[src/common/stc_pkg.sv]
package stc_pkg;
  localparam int STC_REGIONS = 4;
  localparam int STC_SYNC_STAGES = 2;
  localparam logic [11:0] STC_CTRL_OFFSET = 12'h000;
  localparam logic [11:0] STC_STATUS_OFFSET = 12'h004;
  localparam logic [31:0] STC_CTRL_RESET = 32'h0000001F;
  localparam int STC_CTRL_REGION_LSB = 0;
  localparam int STC_CTRL_RAM_EN_BIT = 4;
  localparam int STC_ST_REGION_LSB = 0;
  localparam int STC_ST_BUSY_BIT = 4;
  localparam int STC_ST_RST_BIT = 5;
  localparam int STC_ST_TEST_LSB = 6;
  localparam logic [31:0] STC_CTRL_WMASK = 32'h0000001F;
  typedef enum logic [0:0] {STC_ST_IDLE, STC_ST_ACCESS} stc_pipe_state_t;
endpackage

[src/common/stc_ram_if.sv]
`timescale 1ns/1ps
// request from the control logic to the ram input pipeline
interface stc_ram_if #(
  parameter int ADDR_W = 16,
  parameter int DATA_W = 64
);
  logic req;
  logic [ADDR_W-1:0] addr;
  logic [DATA_W-1:0] wdata;
  logic scan_mode;
  logic ram_hold;
  logic mcp_hold;
  logic ram_clk_en;
  logic ram_cs;
  logic [ADDR_W-1:0] addr_q;
  logic [DATA_W-1:0] wdata_q;
  logic busy;
  modport ctrl (output req, addr, wdata, scan_mode, ram_hold, mcp_hold,
                input ram_clk_en, ram_cs, addr_q, wdata_q, busy);
  modport pipe (input req, addr, wdata, scan_mode, ram_hold, mcp_hold,
                output ram_clk_en, ram_cs, addr_q, wdata_q, busy);
endinterface

[src/stc_top.sv]
`timescale 1ns/1ps
module stc_top
  import stc_pkg::*;
#(
  parameter int ADDR_W = 16,
  parameter int DATA_W = 64
) (
  input wire logic pclk,
  input wire logic presetn,
  input wire logic psel,
  input wire logic penable,
  input wire logic pwrite,
  input wire logic [11:0] paddr,
  input wire logic [31:0] pwdata,
  output logic [31:0] prdata,
  output logic pready,
  output logic pslverr,
  input wire logic cache_ram_clock_bypass,
  input wire logic [STC_REGIONS-1:0] region_clock_disable,
  input wire logic ram_select_hold,
  input wire logic multicycle_ram_hold,
  input wire logic reset_disable,
  input wire logic scan_shift_enable,
  input wire logic scan_mode_select,
  input wire logic [STC_REGIONS-1:0] region_clock_request,
  input wire logic ram_req,
  input wire logic [ADDR_W-1:0] ram_set_addr_in,
  input wire logic [DATA_W-1:0] ram_wdata_in,
  output logic ram_clock_follow_main,
  output logic [STC_REGIONS-1:0] region_clock_en,
  output logic internal_rst_n,
  output logic ram_clock_en,
  output logic ram_chip_select,
  output logic [ADDR_W-1:0] ram_set_addr,
  output logic [DATA_W-1:0] ram_wdata,
  output logic ram_busy
);
  // elaboration checks: widths and the layout the status word can carry
  if (ADDR_W < 1 || ADDR_W > 32 || DATA_W < 1 || DATA_W > 1024) begin : g_width_check
    $error("stc_top: unsupported address or data width");
  end
  if (STC_SYNC_STAGES < 2) begin : g_sync_check
    $error("stc_top: reset synchroniser needs at least two stages");
  end
  if (STC_REGIONS != 4) begin : g_region_check
    $error("stc_top: status word carries exactly four clock regions");
  end

  // control register, bus response, override and reset state
  logic [31:0] ctrl_reg, ctrl_next;
  logic [31:0] prdata_reg, prdata_next;
  logic pready_reg, pready_next;
  logic pslverr_reg, pslverr_next;
  logic follow_reg, follow_next;
  logic [STC_REGIONS-1:0] region_en_reg, region_en_next;
  logic [STC_SYNC_STAGES-1:0] rst_sync_reg, rst_sync_next;
  logic int_rst_reg, int_rst_next;
  logic [31:0] status_word;
  logic [31:0] read_word;
  logic setup_phase, access_done, ctrl_hit, status_hit;

  // carrier between the control logic and the ram pipeline
  stc_ram_if #(.ADDR_W(ADDR_W), .DATA_W(DATA_W)) ram_bus ();

  // request path into the ram pipeline; software may stop new accesses
  assign ram_bus.req = ram_req && ctrl_reg[STC_CTRL_RAM_EN_BIT];
  assign ram_bus.addr = ram_set_addr_in;
  assign ram_bus.wdata = ram_wdata_in;
  assign ram_bus.scan_mode = scan_mode_select;
  assign ram_bus.ram_hold = ram_select_hold;
  assign ram_bus.mcp_hold = multicycle_ram_hold;

  // set address and write data pipeline
  stc_ram_pipe u_pipe (
    .pclk(pclk),
    .presetn(presetn),
    .ram(ram_bus)
  );

  // apb decode: answer one cycle after setup, in the first access cycle
  assign setup_phase = psel && !penable;
  assign access_done = psel && penable && pready_reg;
  assign ctrl_hit = (paddr == STC_CTRL_OFFSET);
  assign status_hit = (paddr == STC_STATUS_OFFSET);

  // live block state as seen by software
  always_comb begin
    status_word = '0;
    status_word[STC_ST_REGION_LSB +: STC_REGIONS] = region_en_reg;
    status_word[STC_ST_BUSY_BIT] = ram_bus.busy;
    status_word[STC_ST_RST_BIT] = int_rst_reg;
    status_word[STC_ST_TEST_LSB +: 10] = {scan_mode_select, scan_shift_enable, reset_disable,
                                          multicycle_ram_hold, ram_select_hold,
                                          region_clock_disable, cache_ram_clock_bypass};
  end

  // read data chosen by address; unmapped reads return zero
  always_comb begin
    case (paddr)
      STC_CTRL_OFFSET: read_word = ctrl_reg;
      STC_STATUS_OFFSET: read_word = status_word;
      default: read_word = '0;
    endcase
  end

  // apb response next values; the answer comes in the first access cycle
  always_comb begin
    prdata_next = prdata_reg;
    pready_next = 1'b0;
    pslverr_next = 1'b0;
    if (setup_phase) begin
      pready_next = 1'b1;
      pslverr_next = !(ctrl_hit || status_hit) || (status_hit && pwrite);
      prdata_next = pwrite ? 32'h00000000 : read_word;
    end else if (psel && penable && !pready_reg) begin
      pready_next = 1'b1;
    end
  end

  // apb response registers
  always_ff @(posedge pclk or negedge presetn) begin
    if (!presetn) begin
      prdata_reg <= '0;
      pready_reg <= 1'b0;
      pslverr_reg <= 1'b0;
    end else begin
      prdata_reg <= prdata_next;
      pready_reg <= pready_next;
      pslverr_reg <= pslverr_next;
    end
  end

  // control register: a write lands at the edge that completes the access
  always_comb begin
    ctrl_next = ctrl_reg;
    if (access_done && pwrite && ctrl_hit) begin
      ctrl_next = pwdata & STC_CTRL_WMASK;
    end
  end

  // control register storage
  always_ff @(posedge pclk or negedge presetn) begin
    if (!presetn) begin
      ctrl_reg <= STC_CTRL_RESET;
    end else begin
      ctrl_reg <= ctrl_next;
    end
  end

  // clock region enables: functional gating, shift force-on, region disable
  always_comb begin
    follow_next = cache_ram_clock_bypass;
    for (int i = 0; i < STC_REGIONS; i++) begin
      region_en_next[i] = (region_clock_request[i] && ctrl_reg[STC_CTRL_REGION_LSB + i])
                          || scan_shift_enable;
      if (scan_shift_enable && region_clock_disable[i]) begin
        region_en_next[i] = 1'b0;
      end
    end
  end

  // bypass and region enable registers
  always_ff @(posedge pclk or negedge presetn) begin
    if (!presetn) begin
      follow_reg <= 1'b0;
      region_en_reg <= '0;
    end else begin
      follow_reg <= follow_next;
      region_en_reg <= region_en_next;
    end
  end

  // reset synchroniser; only the last stage is looked at
  always_comb begin
    rst_sync_next = {rst_sync_reg[STC_SYNC_STAGES-2:0], 1'b1};
  end

  // synchroniser stages
  always_ff @(posedge pclk or negedge presetn) begin
    if (!presetn) begin
      rst_sync_reg <= '0;
    end else begin
      rst_sync_reg <= rst_sync_next;
    end
  end

  // blocked reset keeps the internal reset released from the first edge after presetn rises
  always_comb begin
    int_rst_next = rst_sync_reg[STC_SYNC_STAGES-1] || reset_disable;
  end

  // internal reset register
  always_ff @(posedge pclk or negedge presetn) begin
    if (!presetn) begin
      int_rst_reg <= 1'b0;
    end else begin
      int_rst_reg <= int_rst_next;
    end
  end

  // outputs straight from the registers
  assign prdata = prdata_reg;
  assign pready = pready_reg;
  assign pslverr = pslverr_reg;
  assign ram_clock_follow_main = follow_reg;
  assign region_clock_en = region_en_reg;
  assign internal_rst_n = int_rst_reg;
  assign ram_clock_en = ram_bus.ram_clk_en;
  assign ram_chip_select = ram_bus.ram_cs;
  assign ram_set_addr = ram_bus.addr_q;
  assign ram_wdata = ram_bus.wdata_q;
  assign ram_busy = ram_bus.busy;
endmodule

[src/stc_ram_pipe.sv]
`timescale 1ns/1ps
// set address and write data pipeline in front of the cache and snoop filter rams
module stc_ram_pipe
  import stc_pkg::*;
(
  input wire logic pclk,
  input wire logic presetn,
  stc_ram_if.pipe ram
);
  stc_pipe_state_t state_reg, state_next;
  logic load_en;
  logic clk_en_next, cs_next;
  logic [$bits(ram.addr)-1:0] addr_reg, addr_next;
  logic [$bits(ram.wdata)-1:0] wdata_reg, wdata_next;
  logic clk_en_reg, cs_reg;

  // load only the cycle before the access, never while the ram clock runs
  always_comb begin
    load_en = ram.req && (state_reg == STC_ST_IDLE);
    if (ram.scan_mode && clk_en_reg) begin
      load_en = 1'b0;
    end
    addr_next = addr_reg;
    wdata_next = wdata_reg;
    state_next = state_reg;
    clk_en_next = 1'b0;
    cs_next = 1'b0;
    if (load_en) begin
      addr_next = ram.addr;
      wdata_next = ram.wdata;
    end
    case (state_reg)
      STC_ST_IDLE: begin
        if (load_en) begin
          state_next = STC_ST_ACCESS;
          clk_en_next = !ram.mcp_hold;
          cs_next = !ram.ram_hold;
        end
      end
      STC_ST_ACCESS: begin
        state_next = STC_ST_IDLE;
      end
      default: state_next = STC_ST_IDLE;
    endcase
  end

  // pipeline registers
  always_ff @(posedge pclk or negedge presetn) begin
    if (!presetn) begin
      state_reg <= STC_ST_IDLE;
      addr_reg <= '0;
      wdata_reg <= '0;
      clk_en_reg <= 1'b0;
      cs_reg <= 1'b0;
    end else begin
      state_reg <= state_next;
      addr_reg <= addr_next;
      wdata_reg <= wdata_next;
      clk_en_reg <= clk_en_next;
      cs_reg <= cs_next;
    end
  end

  // ram side outputs straight from the registers
  assign ram.ram_clk_en = clk_en_reg;
  assign ram.ram_cs = cs_reg;
  assign ram.addr_q = addr_reg;
  assign ram.wdata_q = wdata_reg;
  assign ram.busy = (state_reg == STC_ST_ACCESS);
endmodule

[config.mk]
export PLATFORM = sky130hd
export DESIGN_NAME = stc_top
export DESIGN_NICKNAME = d
export VERILOG_FILES = /design/src/common/stc_pkg.sv /design/src/common/stc_ram_if.sv /design/src/stc_top.sv /design/src/stc_ram_pipe.sv
export SDC_FILE = /design/constraint.sdc
export NUM_CORES = 1
export LEC_CHECK = 0
export BUFFER_PORTS_ARGS = -buffer_cell sky130_fd_sc_hd__buf_2
export CORE_AREA = 2 2 102 104
export DETAILED_ROUTE_END_ITERATION = 12
export DIE_AREA = 0 0 104 106
export HOLD_SLACK_MARGIN = 0.05
export PLACE_DENSITY = 0.95
export SLEW_MARGIN = 30
export SYNTH_ARGS = -nofsm -noshare
export SYNTH_HDL_FRONTEND = slang
export SYNTH_HIERARCHICAL = 1
export SYNTH_SLANG_ARGS = --single-unit
[constraint.sdc]
create_clock -name pclk -period 2.8 [get_ports pclk]
set_input_delay 0.28 -clock pclk [delete_from_list [all_inputs] [get_ports pclk]]
set_output_delay 0.28 -clock pclk [all_outputs]
set_load 0.01 [all_outputs]
# Word-level counts from Yosys, hierarchy flattened
# Cells that the tools add are included.
[totals]
ff_bits = 130
in_bits = 144
[op_classes]
n_eq_ne = 1
muxes = 16
bitwise = 1
n_reduce_logical = 31
[op_table]
columns = ["operator", "n"]
rows = [
  ["$mux 32", 1],
  ["$pmux 16 s2", 1],
  ["$logic_and 1x1->1", 18],
  ["$mux 1", 13],
  ["$eq 12x3->1 const B", 1],
  ["$logic_not 12->1", 1],
  ["$logic_or 1x1->1", 7],
  ["$logic_not 1->1", 5],
  ["$pmux 1 s2", 1],
  ["$not 1->1", 1],
]

# Logic depth before layout (Yosys ltp)
# Gate-level depths: netlist of run 1.
[logic_depth]
depth_word = 5
ltp_mapped = 6
ltp_nobuf = 4

# Hierarchy
# The synthesis of run 1 kept the hierarchy.
[by_module_without_submodules]
columns = ["mod", "instances", "cells_per_inst", "area_each_um2", "seq_area_each_um2"]
rows = [
  ["stc_ram_pipe", 1, 176, 3158.0, 2077.0],
  ["stc_top", 1, 115, 1418.9, 782.0],
]

# Least setup slack after synthesis of run 1
# No wires, ideal clock.
[synth_path]
path_kind = "reg-to-reg"
startpoint = "register ctrl_reg[4]"
endpoint = "register u_pipe.addr_reg[0] (netlist: u_pipe/ram.addr_q[0])"
setup_time_ns = 0.127
arrival_ns = 1.547
t_required_ns = 2.673
path_slack_ns = 1.126
stages_incl_launch_ff = 7
n_path_buf = 2
path_cell_list = "dfstp_2 -> and2_1 -> inv_1 -> a211oi_2 -> buf_6 -> buf_8 -> mux2_1"
[synth_via]
elab_chain_len = 3
[synth_lines]
columns = ["element", "line_no", "text"]
rows = [
  ["from (decl)", "stc_top.sv:50", "logic [31:0] ctrl_reg, ctrl_next;"],
  ["from (signal assigned)", "stc_top.sv:146", "ctrl_reg <= ctrl_next;"],
  ["$logic_and 1x1->1", "stc_top.sv:66", "assign ram_bus.req = ram_req && ctrl_reg[STC_CTRL_RAM_EN_BIT];"],
  ["via ram_bus.req", "stc_ram_if.sv:7", "logic req;"],
  ["$logic_and 1x1->1", "stc_ram_pipe.sv:19", "load_en = ram.req && (state_reg == STC_ST_IDLE);"],
  ["$mux 1", "stc_ram_pipe.sv:20", "if (ram.scan_mode && clk_en_reg) begin"],
  ["to (signal assigned)", "stc_ram_pipe.sv:57", "addr_reg <= addr_next;"],
  ["to (decl)", "stc_ram_pipe.sv:13", "logic [$bits(ram.addr)-1:0] addr_reg, addr_next;"],
]
# The timed path passes the listed nets, and every way through them passes these cells.
# A chain may end at the register's enable or synchronous reset.

# Worst setup path after layout of run 1
[layout_path]
startpoint = "register ctrl_reg[4]"
endpoint = "register u_pipe.wdata_reg[59] (netlist: u_pipe/ram.wdata_q[59])"
[layout_via]
elab_chain_len = 3
[layout_lines]
columns = ["element", "line_no", "text"]
rows = [
  ["$logic_and 1x1->1", "stc_top.sv:66", ""],
  ["via ram_bus.req", "stc_ram_if.sv:7", ""],
  ["$logic_and 1x1->1", "stc_ram_pipe.sv:19", ""],
  ["$mux 1", "stc_ram_pipe.sv:20", ""],
  ["to (signal assigned)", "stc_ram_pipe.sv:58", "wdata_reg <= wdata_next;"],
  ["to (decl)", "stc_ram_pipe.sv:14", "logic [$bits(ram.wdata)-1:0] wdata_reg, wdata_next;"],
]
# The timed path passes the listed nets, and every way through them passes these cells.

==> summary.txt, run 1 <==
Run status
  • Outcome: completed

Routing
  • Post-route ant nets: 0
  • Routed length per placed instance: 17.17 microns
  • DRT iter0 DRCs: 146
  • Routed wire length: 13400 microns
  • Routed via count: 3721
  • Detailed-route vias per instance: 4.771
  • Post-route DRC: 0
  • Drt first pass iters: 4

Finish
  • Synth-to-layout area growth: 60.44%
  • Most common cell after layout, fill and taps aside: buf_2
  • Fill cells: 608
  • Layout net count: 773
  • Max reg flops: 64
  • Share of cells above drive strength 1: 0.4486
  • Most frequent cells in the layout: buf_2, dfrtp_1, dlygate4sd3_1, mux2_1, conb_1

Critical path
  • Worst setup SP type: flop
  • Worst-path cell chain: and2_1 > inv_1 > a211oi_4 > buf_12 > buf_12 > mux2_1
  • Crit path from: ctrl_reg[4]
  • Reg2reg start: ctrl_reg[4]
  • Crit path capture type: flop
  • CP delay by family, top: flip-flops
  • Cell mode on critical path: buf_12
  • Critical path class: reg2reg
  • Worst EP arrival: 2.48 ns
  • Buf/Inv on CP: 3
  • WP data required: 3.17 ns
  • CP peak stage delay: 0.54 ns
  • Critical path peak fanout: 26
  • CP max-delay cell: dfstp_2

Synth
  • Xor and xnor area share after synthesis: 0
  • Part of the Yosys area used for sequential elements: 0.6247
  • Post-Synth Simple-Gate Area: 0.03991
  • Netlist Area Pre-Place: 4577 sq um
  • Post-synthesis compound-gate area fraction: 0.03691
  • Syn avg cell area: 15.73 sq um
  • Post-synthesis mux area share: 0.2220
  • Post-synth cell types: 31
  • Post-synthesis instance total: 291
  • Synth warn: 6
  • Largest family of logic cells by synthesized area: multiplexers
  • Yosys reg bits: 114
  • Synth Area in Adders: 0

Power and ir drop
  • Flop pwr share: 0.411
  • P_sw: 858.8 uW
  • Switching share of power: 0.2117
  • Leakage: 0.004114 uW
  • Power Density: 552.5 nW/um^2
  • Clock share of power: 0.517
  • Gate power share: 0.072
  • Max VDD drop: 343.5 uV
  • Cell internal pwr: 3198 uW

Die
  • Die Span Y: 106 microns
  • Die width: 104 microns
  • Initial core utilization: 0.4577
  • Die area: 11020 sq um
  • Rows: 37
  • Core area: 10000 sq um
  • I/O pin cnt: 267

Global route
  • Largest net degree at the start of global routing: 59
  • Initial antenna violation count: 2
  • Total grt overflow: 0
  • Global-route usage over all layers: 0.2524
  • First-pass GRT wire length: 21500 microns
  • Vias in the first global route: 4229

STA
  • Setup Viol. Count Final: 0
  • Slew margin rel.: 0.5116
  • Worst setup margin: 0.6964 ns
  • FMAX: 475.4 MHz
  • Final hold vios: 0
  • Worst-Margin Slew: 0.7326 ns
  • Pins over their slew limit: 0
  • Clock Skew: 0.005628 ns
  • Minimum clock period: 2.104 ns
  • Hold WS: 0.1052 ns
  • Fin crit share: 0.7513
  • Final total negative setup slack: 0 ns
  • RSZ-0062 raised after global routing: no

Place
  • GPL Wtd Cong: 0.8185
  • Buffers on Ports: 223
  • DP Wirelength: 7823 microns
  • Pre-CTS setup slack: 0.6963 ns

CTS
  • Root buf cell: clkbuf_8
  • Hold Buf Count CTS: 100
  • Clock slew at reported path FFs: 0.06 ns
  • Clock Latency Late Sink: 0.50 ns
  • CTS Buf Count: 17
  • Setup Buffers After CTS: 0
  • CTS tree: built
  • Clk buf depth: 2
  • Number of clock sinks: 114
  • Depth of the CTS H-tree: 4
  • Post-cts resize count: 0

Job
  • Maxcap violations: 0

Hold path
  • Startpoint of the worst hold path: psel
  • Tightest Hold Check Type: in2reg
synth_stat cells, drive strengths merged:
cell,number,area [sq um]
nor3,1,5.000
conb,2,7.510
nand4,2,12.51
nor4,3,48.80
mux2i,4,40.04
a22o,11,96.34
clkbuf,3,11.26
inv,11,41.29
mux2,85,975.9
and4,3,26.28
nor2b,2,12.51
nor4b,1,8.760
dfstp,5,131.4
a21boi,1,7.510
or2,1,6.260
buf,27,290.3
o221ai,5,43.79
and4bb,1,12.51
nand2b,1,6.260
a41oi,1,8.760
and2,1,6.260
nand2,10,37.54
dfrtp,109,2728
a211oi,1,12.51
cells by family (layout without fill, tap and decap cells):
logic type / after synthesis / count (layout)
AOI/OAI and AO/OA: 19 / 19
and+or+nand+nor: 26 / 26
buffers and inverters: 41 / 377
other: 2 / 19
muxes: 89 / 89
DFF: 114 / 114
final timing paths:
path                                           to  slack [ns]  depth (start not counted)
setup reg to reg           u_pipe/ram.wdata_q[59]        0.70                          6
max in group asynchronous             ctrl_reg[4]        1.61                          3
setup / recovery           u_pipe/ram.wdata_q[59]        0.70                          6
hold / removal                             pready        0.11                          2
hold reg to reg                   rst_sync_reg[1]        0.36                          0
min in group asynchronous  u_pipe/ram.wdata_q[40]        0.36                          2
layer usage:
layer / track usage / wire length (microns) / up-vias
li1: - / - / 1674
met1: 0.2640 / 4838 / 1806
met2: 0.4572 / 7221 / 197
met3: 0.07051 / 797 / 44
met4: 0.1419 / 538 / 0
met5: 0 / 0 / -
power by group through the flow:
| stage | clock network (uW) | registers, uW | logic [uW] |
|---|---|---|---|
| after floorplan | 0 | 1700 | 45.5 |
| after global placement | 0 | 1690 | 164 |
| after detailed placement | 0 | 1700 | 174 |
| after CTS | 2140 | 1670 | 282 |
| after global routing | 2210 | 1670 | 317 |
| final | 2100 | 1670 | 293 |
final cells by class:
class	count	area (sq um)	area share
Sequential cell	114	2859	0.3893
Timing Repair Buffer	334	2252	0.3067
Multi-Input combinational cell	151	1439	0.1959
Clock buffer	21	439.2	0.05981
Tap cell	136	170.2	0.02317
Clock inverter	11	137.6	0.01874
Inverter	11	41.29	0.005623
Antenna cell	2	5.005	0.0006815
per-stage QoR:
step	cells	util	power, uW	area, sq um
after floorplan	306	-	1745	4633
after global placement	646	0.5761	1858	5761
after detailed placement	646	0.5761	1869	5761
after CTS	778	0.7339	4085	7338
after global routing	780	0.7344	4199	7343
final	780	0.7344	4057	7343
worst reg2reg max path, cell delays in order (launching register included):
cell,delay (ns)
dfstp_2,0.54
and2_1,0.12
inv_1,0.06
a211oi_4,0.47
buf_12,0.23
buf_12,0.21
mux2_1,0.36
(Power assumes the default switching activity.)
==> inputs of run 2 (changes only) <==
--- a/config.mk
+++ b/config.mk
@@ -6,11 +6,11 @@
 export NUM_CORES = 1
 export LEC_CHECK = 0
 export BUFFER_PORTS_ARGS = -buffer_cell sky130_fd_sc_hd__buf_2
-export CORE_AREA = 2 2 102 104
+export CORE_MARGIN = 1
+export CORE_UTILIZATION = 44
 export DETAILED_ROUTE_END_ITERATION = 12
-export DIE_AREA = 0 0 104 106
 export HOLD_SLACK_MARGIN = 0.05
-export PLACE_DENSITY = 0.95
+export PLACE_DENSITY = 0.92
 export SLEW_MARGIN = 30
 export SYNTH_ARGS = -nofsm -noshare
 export SYNTH_HDL_FRONTEND = slang
==> constraint.sdc (replaced) <==
create_clock -name pclk -period 1.95 [get_ports pclk]
set_input_delay 0.195 -clock pclk [delete_from_list [all_inputs] [get_ports pclk]]
set_output_delay 0.195 -clock pclk [all_outputs]
set_load 0.01 [all_outputs]
==> run 2 against run 1 <==
Net effect: clock power increased by 42%; worst setup slack lost 0.59 ns; non-clock buffer count up 1; combinational power up 47%; core utilization is 0.87 points higher; critical endpoint is now u_pipe/ram.addr_q[5].
==> summary.txt, run 2 (synthesis results as in run 1) <==
Die
  • I/O pin cnt: 267 (unchanged)
  • Core area: 9910 sq um (was 10000 sq um)
  • Die width: 104.0 microns (was 104 microns)
  • Rows: 36 (was 37)
  • Die Span Y: 104.0 microns (was 106 microns)
  • Initial core utilization: 0.4619 (was 0.4577)
  • Die area: 10810 sq um (was 11020 sq um)

Critical path
  • Critical path peak fanout: 31 (was 26)
  • Critical path class: reg2reg (unchanged)
  • CP peak stage delay: 0.55 ns (was 0.54 ns)
  • CP max-delay cell: dfstp_2 (unchanged)
  • Worst setup SP type: flop (unchanged)
  • Worst EP arrival: 2.22 ns (was 2.48 ns)
  • WP data required: 2.32 ns (was 3.17 ns)
  • Worst-path cell chain: and2_1 > inv_1 > a211oi_4 > buf_12 > buf_8 > mux2_1 (was and2_1 > inv_1 > a211oi_4 > buf_12 > buf_12 > mux2_1)
  • Crit path capture type: flop (unchanged)

STA
  • Final total negative setup slack: 0 ns (unchanged)
  • FMAX: 542.6 MHz (was 475.4 MHz)
  • Minimum clock period: 1.843 ns (was 2.104 ns)
  • Worst-Margin Slew: 0.6900 ns (was 0.7326 ns)
  • Setup Viol. Count Final: 0 (unchanged)
  • Final hold vios: 0 (unchanged)
  • Fin crit share: 0.9452 (was 0.7513)
  • Slew margin rel.: 0.5400 (was 0.5116)
  • Hold WS: 0.07571 ns (was 0.1052 ns)
  • Pins over their slew limit: 0 (unchanged)
  • Clock Skew: 0.01028 ns (was 0.005628 ns)

Global route
  • First-pass GRT wire length: 22050 microns (was 21500 microns)
  • Global-route usage over all layers: 0.2656 (was 0.2524)
  • Met1 Use GR: 0.2931 (was 0.2640)
  • GR Util met3: 0.08271 (was 0.07051)
  • Vias in the first global route: 4243 (was 4229)
  • Largest net degree at the start of global routing: 115 (was 59)
  • Initial antenna violation count: 1 (was 2)
  • Total grt overflow: 0 (unchanged)
  • Busiest grt layer: met2 (unchanged)
  • GR Util met2: 0.4600 (was 0.4572)

Finish
  • Final core utilization: 0.7431 (was 0.7344)
  • Share of cells above drive strength 1: 0.4408 (was 0.4486)
  • Layout net count: 774 (was 773)
  • Synth-to-layout area growth: 60.88% (was 60.44%)
  • Most frequent cells in the layout: buf_2, dfrtp_1, dlygate4sd3_1, mux2_1 (was buf_2, dfrtp_1, dlygate4sd3_1, mux2_1, conb_1)
  • Most common cell after layout, fill and taps aside: buf_2 (unchanged)
  • Max reg flops: 64 (unchanged)

CTS
  • Clock Latency Late Sink: 0.50 ns (about the same)
  • CTS Buf Count: 17 (unchanged)
  • Clock slew at reported path FFs: 0.06 ns (about the same)
  • Number of clock sinks: 114 (unchanged)
  • Root buf cell: clkbuf_8 (unchanged)
  • Depth of the CTS H-tree: 4 (unchanged)
  • CTS tree: built (unchanged)
  • Clk buf depth: 2 (unchanged)

Routing
  • Routed via count: 3753 (was 3721)
  • DRT iter0 DRCs: 151 (was 146)
  • Routed wire length: 13850 microns (was 13400 microns)
  • Detailed-route vias per instance: 4.836 (was 4.771)
  • Routed length per placed instance: 17.84 microns (was 17.17 microns)
  • Post-route ant nets: 0 (unchanged)
  • Drt first pass iters: 6 (was 4)
  • Post-route DRC: 0 (unchanged)

Place
  • DP Wirelength: 7413 microns (was 7823 microns)
  • Buffers on Ports: 223 (unchanged)
  • GPL Wtd Cong: 0.7698 (was 0.8185)

Power and ir drop
  • Power Density: 787.9 nW/um^2 (was 552.5 nW/um^2)
  • Total Power: 5801 uW (was 4057 uW)
  • Max VDD drop: 485.4 uV (was 343.5 uV)
  • Leakage: 0.004115 uW (was 0.004114 uW)

Job
  • Maxcap violations: 0 (unchanged)

Hold path
  • Tightest Hold Check Type: in2reg (unchanged)

Run status
  • Outcome: completed (unchanged)
-- run 2: cell types whose count changed in the layout (fill, tap and decap cells not counted) --
cell | before | now
diode_2 | 2 | 1
clkbuf_16 | 16 | 17
dlygate4sd3_1 | 100 | 106
buf_6 | 0 | 2
clkbuf_1 | 3 | 2
buf_4 | 8 | 1
buf_8 | 0 | 1
buf_12 | 4 | 2
-- run 2: cell type report --
class                   count  area (sq um)
clock buffers              20         435.4
flip-flops and latches    114          2859
well taps                 133         166.4
inverters                  11         41.29
clock inverters            11         137.6
multi-input cells         151          1439
diodes                      1         2.502
fillers                   591          2546
repair buffers            335          2282
-- run 2: worst paths after layout --
kind	slack, ns	startpoint	to	cells after the start
setup / recovery	0.11	ctrl_reg[4]	u_pipe/ram.addr_q[5]	6
hold / removal	0.08	paddr[8]	pslverr	3
setup reg to reg	0.11	ctrl_reg[4]	u_pipe/ram.addr_q[5]	6
hold reg to reg	0.35	rst_sync_reg[0]	rst_sync_reg[1]	0
max in group asynchronous	1.14	presetn	prdata[15]	3
min in group asynchronous	0.36	presetn	u_pipe/ram.wdata_q[41]	3
-- run 2: stage by stage --
stage	std cells	cell area [sq um]	worst slack (ns)
global placement	635	5672	0.1403
floorplan	306	4633	0.2759
global route	776	7363	-0.0009723
CTS	772	7306	0.07789
finish	776	7363	0.1069
detailed placement	635	5672	0.08116
-- run 2: report_power, final --
group	switching (uW)	internal (uW)	leakage [uW]
logic	181	250	0.00228
registers	7.88	2390	0.00156
clock network	1020	1960	0.000276
-- run 2: critical path: cells and delay by family, from the launching register on --
family | cells | cell delay [ns]
flops | 1 | 0.55
buf+inv | 3 | 0.45
mux | 1 | 0.37
compound gates | 1 | 0.21
simple gates | 1 | 0.12
-- run 2: repair_timing --
item / 4_1_cts / 5_1_grt
gates resized for setup: 0 / 4
hold endpoints to repair: 214 / 0
setup endpoints to repair: 0 / 70
setup buffers: 0 / 1
hold buffers: 106 / 0
-- run 2: metal layers --
| layer | up-vias | share of wire |
|---|---|---|
| li1 | 1669 | - |
| met1 | 1812 | 0.39 |
| met2 | 226 | 0.51 |
| met3 | 46 | 0.064 |
| met4 | 0 | 0.037 |
| met5 | - | 0 |
==> inputs of run 3 (changes only) <==
--- a/config.mk
+++ b/config.mk
@@ -6,8 +6,10 @@
 export NUM_CORES = 1
 export LEC_CHECK = 0
 export BUFFER_PORTS_ARGS = -buffer_cell sky130_fd_sc_hd__buf_2
+export CORE_ASPECT_RATIO = 1.1
 export CORE_MARGIN = 1
 export CORE_UTILIZATION = 44
+export CTS_BUF_LIST = sky130_fd_sc_hd__clkbuf_4 sky130_fd_sc_hd__clkbuf_8 sky130_fd_sc_hd__clkbuf_16
 export DETAILED_ROUTE_END_ITERATION = 12
 export HOLD_SLACK_MARGIN = 0.05
 export PLACE_DENSITY = 0.92
==> run 3 against run 2 <==
Net effect: count of clock-buffer cells in the layout stayed put; critical path depth stayed put; non-clock buffer count is 14 higher; highest routed layer unchanged; maximum frequency is 1.4% lower; cell count is 0.13% higher; sequential power hardly changed; largest cell class unchanged; via count is 0.69% higher; largest power group unchanged.
==> summary.txt, run 3 (synthesis results as in run 1) <==
STA
  • Final total negative setup slack: 0 ns (unchanged)
  • Final hold vios: 0 (unchanged)
  • Clock Skew: 0.01044 ns (was 0.01028 ns)
  • Setup Viol. Count Final: 0 (unchanged)
  • RSZ-0062 raised after global routing: no
  • Slew margin rel.: 0.5106 (was 0.5400)
  • Worst-Margin Slew: 0.7341 ns (was 0.6900 ns)
  • Pins over their slew limit: 0 (unchanged)
  • Minimum clock period: 1.869 ns (was 1.843 ns)
  • Fin crit share: 0.9586 (was 0.9452)
  • FMAX: 535.0 MHz (was 542.6 MHz)

Critical path
  • WP data required: 2.32 ns (about the same)
  • Worst EP arrival: 2.24 ns (was 2.22 ns)
  • CP max-delay cell: dfstp_2 (unchanged)
  • R2R setup slack: 0.08 ns (was 0.11 ns)
  • Critical path class: reg2reg (unchanged)
  • CP peak stage delay: 0.54 ns (was 0.55 ns)
  • Critical path peak fanout: 22 (was 31)
  • Crit path capture type: flop (unchanged)
  • Cell mode on critical path: buf_12
  • Worst-path cell chain: and2_1 > inv_1 > a211oi_4 > buf_12 > buf_12 > mux2_1 (was and2_1 > inv_1 > a211oi_4 > buf_12 > buf_8 > mux2_1)
  • Worst setup SP type: flop (unchanged)

Routing
  • DRT iter0 DRCs: 155 (was 151)
  • Routed wire length: 13430 microns (was 13850 microns)
  • Routed length per placed instance: 17.28 microns (was 17.84 microns)
  • Detailed-route vias per instance: 4.864 (was 4.836)
  • Routed via count: 3779 (was 3753)
  • Post-route DRC: 0 (unchanged)
  • Drt first pass iters: 4 (was 6)
  • Post-route ant nets: 0 (unchanged)

Finish
  • Layout Cells excl Fill: 777 (was 776)
  • Ant. Diodes: 0 (was 1)
  • Layout net count: 788 (was 774)
  • Synth-to-layout area growth: 63.72% (was 60.88%)
  • Most common cell after layout, fill and taps aside: buf_2 (unchanged)
  • Most frequent cells in the layout: buf_2, dfrtp_1, dlygate4sd3_1, mux2_1 (unchanged)
  • Max reg flops: 64 (unchanged)
  • Share of cells above drive strength 1: 0.4566 (was 0.4408)

Global route
  • Vias in the first global route: 4152 (was 4243)
  • First-pass GRT wire length: 20680 microns (was 22050 microns)
  • Initial antenna violation count: 0 (was 1)
  • Largest net degree at the start of global routing: 58 (was 115)
  • Total grt overflow: 0 (unchanged)
  • Global-route usage over all layers: 0.2548 (was 0.2656)

Die
  • Rows: 38 (was 36)
  • Initial core utilization: 0.4584 (was 0.4619)
  • Die width: 99.25 microns (was 104.0 microns)
  • I/O pin cnt: 267 (unchanged)
  • Core area: 9985 sq um (was 9910 sq um)
  • Die Span Y: 109.0 microns (was 104.0 microns)
  • Die area: 10810 sq um (about the same)

CTS
  • Clock Latency Late Sink: 0.50 ns (about the same)
  • CTS Buf Count: 17 (unchanged)
  • Post-cts resize count: 0 (unchanged)
  • Number of clock sinks: 114 (unchanged)
  • Root buf cell: clkbuf_8 (unchanged)
  • CTS tree: built (unchanged)
  • Depth of the CTS H-tree: 4 (unchanged)
  • Clk buf depth: 2 (unchanged)
  • Clock slew at reported path FFs: 0.06 ns (about the same)

Power and ir drop
  • Gate power share: 0.071 (was 0.074)
  • Power Density: 811.2 nW/um^2 (was 787.9 nW/um^2)
  • Cell internal pwr: 4867 uW (was 4592 uW)
  • Clock share of power: 0.535 (was 0.513)
  • Max VDD drop: 680.0 uV (was 485.4 uV)
  • Flop pwr share: 0.394 (was 0.413)
  • Leakage: 0.004224 uW (was 0.004115 uW)
  • P_sw: 1212 uW (was 1209 uW)
  • Switching share of power: 0.1994 (was 0.2085)

Place
  • Placed Cells: 632 (was 635)
  • GPL Wtd Cong: 0.7366 (was 0.7698)
  • DP Wirelength: 7814 microns (was 7413 microns)
  • Buffers on Ports: 223 (unchanged)

Job
  • Maxcap violations: 0 (unchanged)

Hold path
  • Tightest Hold Check Type: in2reg (unchanged)

Run status
  • Outcome: completed (unchanged)
[run 3: cell count changes in the layout (fill, tap and decap cells not counted), moves of 2 or more]
cell,change
buf_6,-2
buf_4,+16
clkinvlp_4,-2
buf_12,+2
clkbuf_4,+3
clkbuf_1,-2
bufinv_16,+2
[run 3: worst max-delay path: cells and delay by family (launching register included)]
| kind | cells | cell delay [ns] |
|---|---|---|
| flops | 1 | 0.54 |
| buf+inv | 3 | 0.45 |
| mux | 1 | 0.34 |
| compound gates | 1 | 0.28 |
| simple gates | 1 | 0.12 |
[run 3: per-stage QoR]
stage | instance area (sq um) | hold WS (ns) | total power, uW | setup WS [ns] | util
global placement | 5756 | 0.1568 | 2675 | 0.1325 | 0.5764
detailed placement | 5756 | 0.1721 | 2687 | 0.08827 | 0.5764
CTS | 7441 | 0.08318 | 6113 | 0.07553 | 0.7452
finish | 7493 | 0.1094 | 6079 | 0.08072 | 0.7505
global route | 7493 | 0.1022 | 6277 | 0.009008 | 0.7505
floorplan | 4633 | -0.1006 | 2506 | 0.2759 | -
[run 3: final cells by class]
type,count,area [sq um]
well taps,120,150.1
flip-flops and latches,114,2859
repair buffers,349,2380
clock buffers,20,436.7
multi-input cells,151,1439
clock inverters,12,187.7
inverters,11,41.29
fillers,605,2491
[run 3: final timing paths]
path / startpoint / depth (start not counted) / endpoint
setup / recovery: ctrl_reg[4] / 6 / u_pipe/ram.wdata_q[30]
hold / removal: paddr[7] / 3 / pslverr
setup reg to reg: ctrl_reg[4] / 6 / u_pipe/ram.wdata_q[30]
hold reg to reg: rst_sync_reg[0] / 0 / rst_sync_reg[1]
max in group asynchronous: presetn / 3 / ctrl_reg[3]
min in group asynchronous: presetn / 2 / u_pipe/ram.wdata_q[58]
[run 3: layer usage]
metal,share of wire,global-route usage,up-vias
met1,0.35,0.2624,1841
li1,-,-,1698
met5,0,0,-
met2,0.54,0.4742,196
met3,0.062,0.06154,44
met4,0.039,0.1439,0
[run 3: what timing repair did]
action	CTS	global route
hold buffers	106	0
hold endpoints to repair	144	0
endpoints found under the setup margin	0	2
buffers inserted	0	7
[run 3: power groups by stage]
| stage | Combinational (uW) | Sequential (uW) | Clock [uW] |
|---|---|---|---|
| 3_5_place_dp | 253 | 2430 | 0 |
| 3_3_place_gp | 243 | 2430 | 0 |
| 5_1_grt | 470 | 2390 | 3410 |
| 6_report | 431 | 2390 | 3250 |
| 4_1_cts | 417 | 2390 | 3300 |
| 2_1_floorplan | 65.3 | 2440 | 0 |
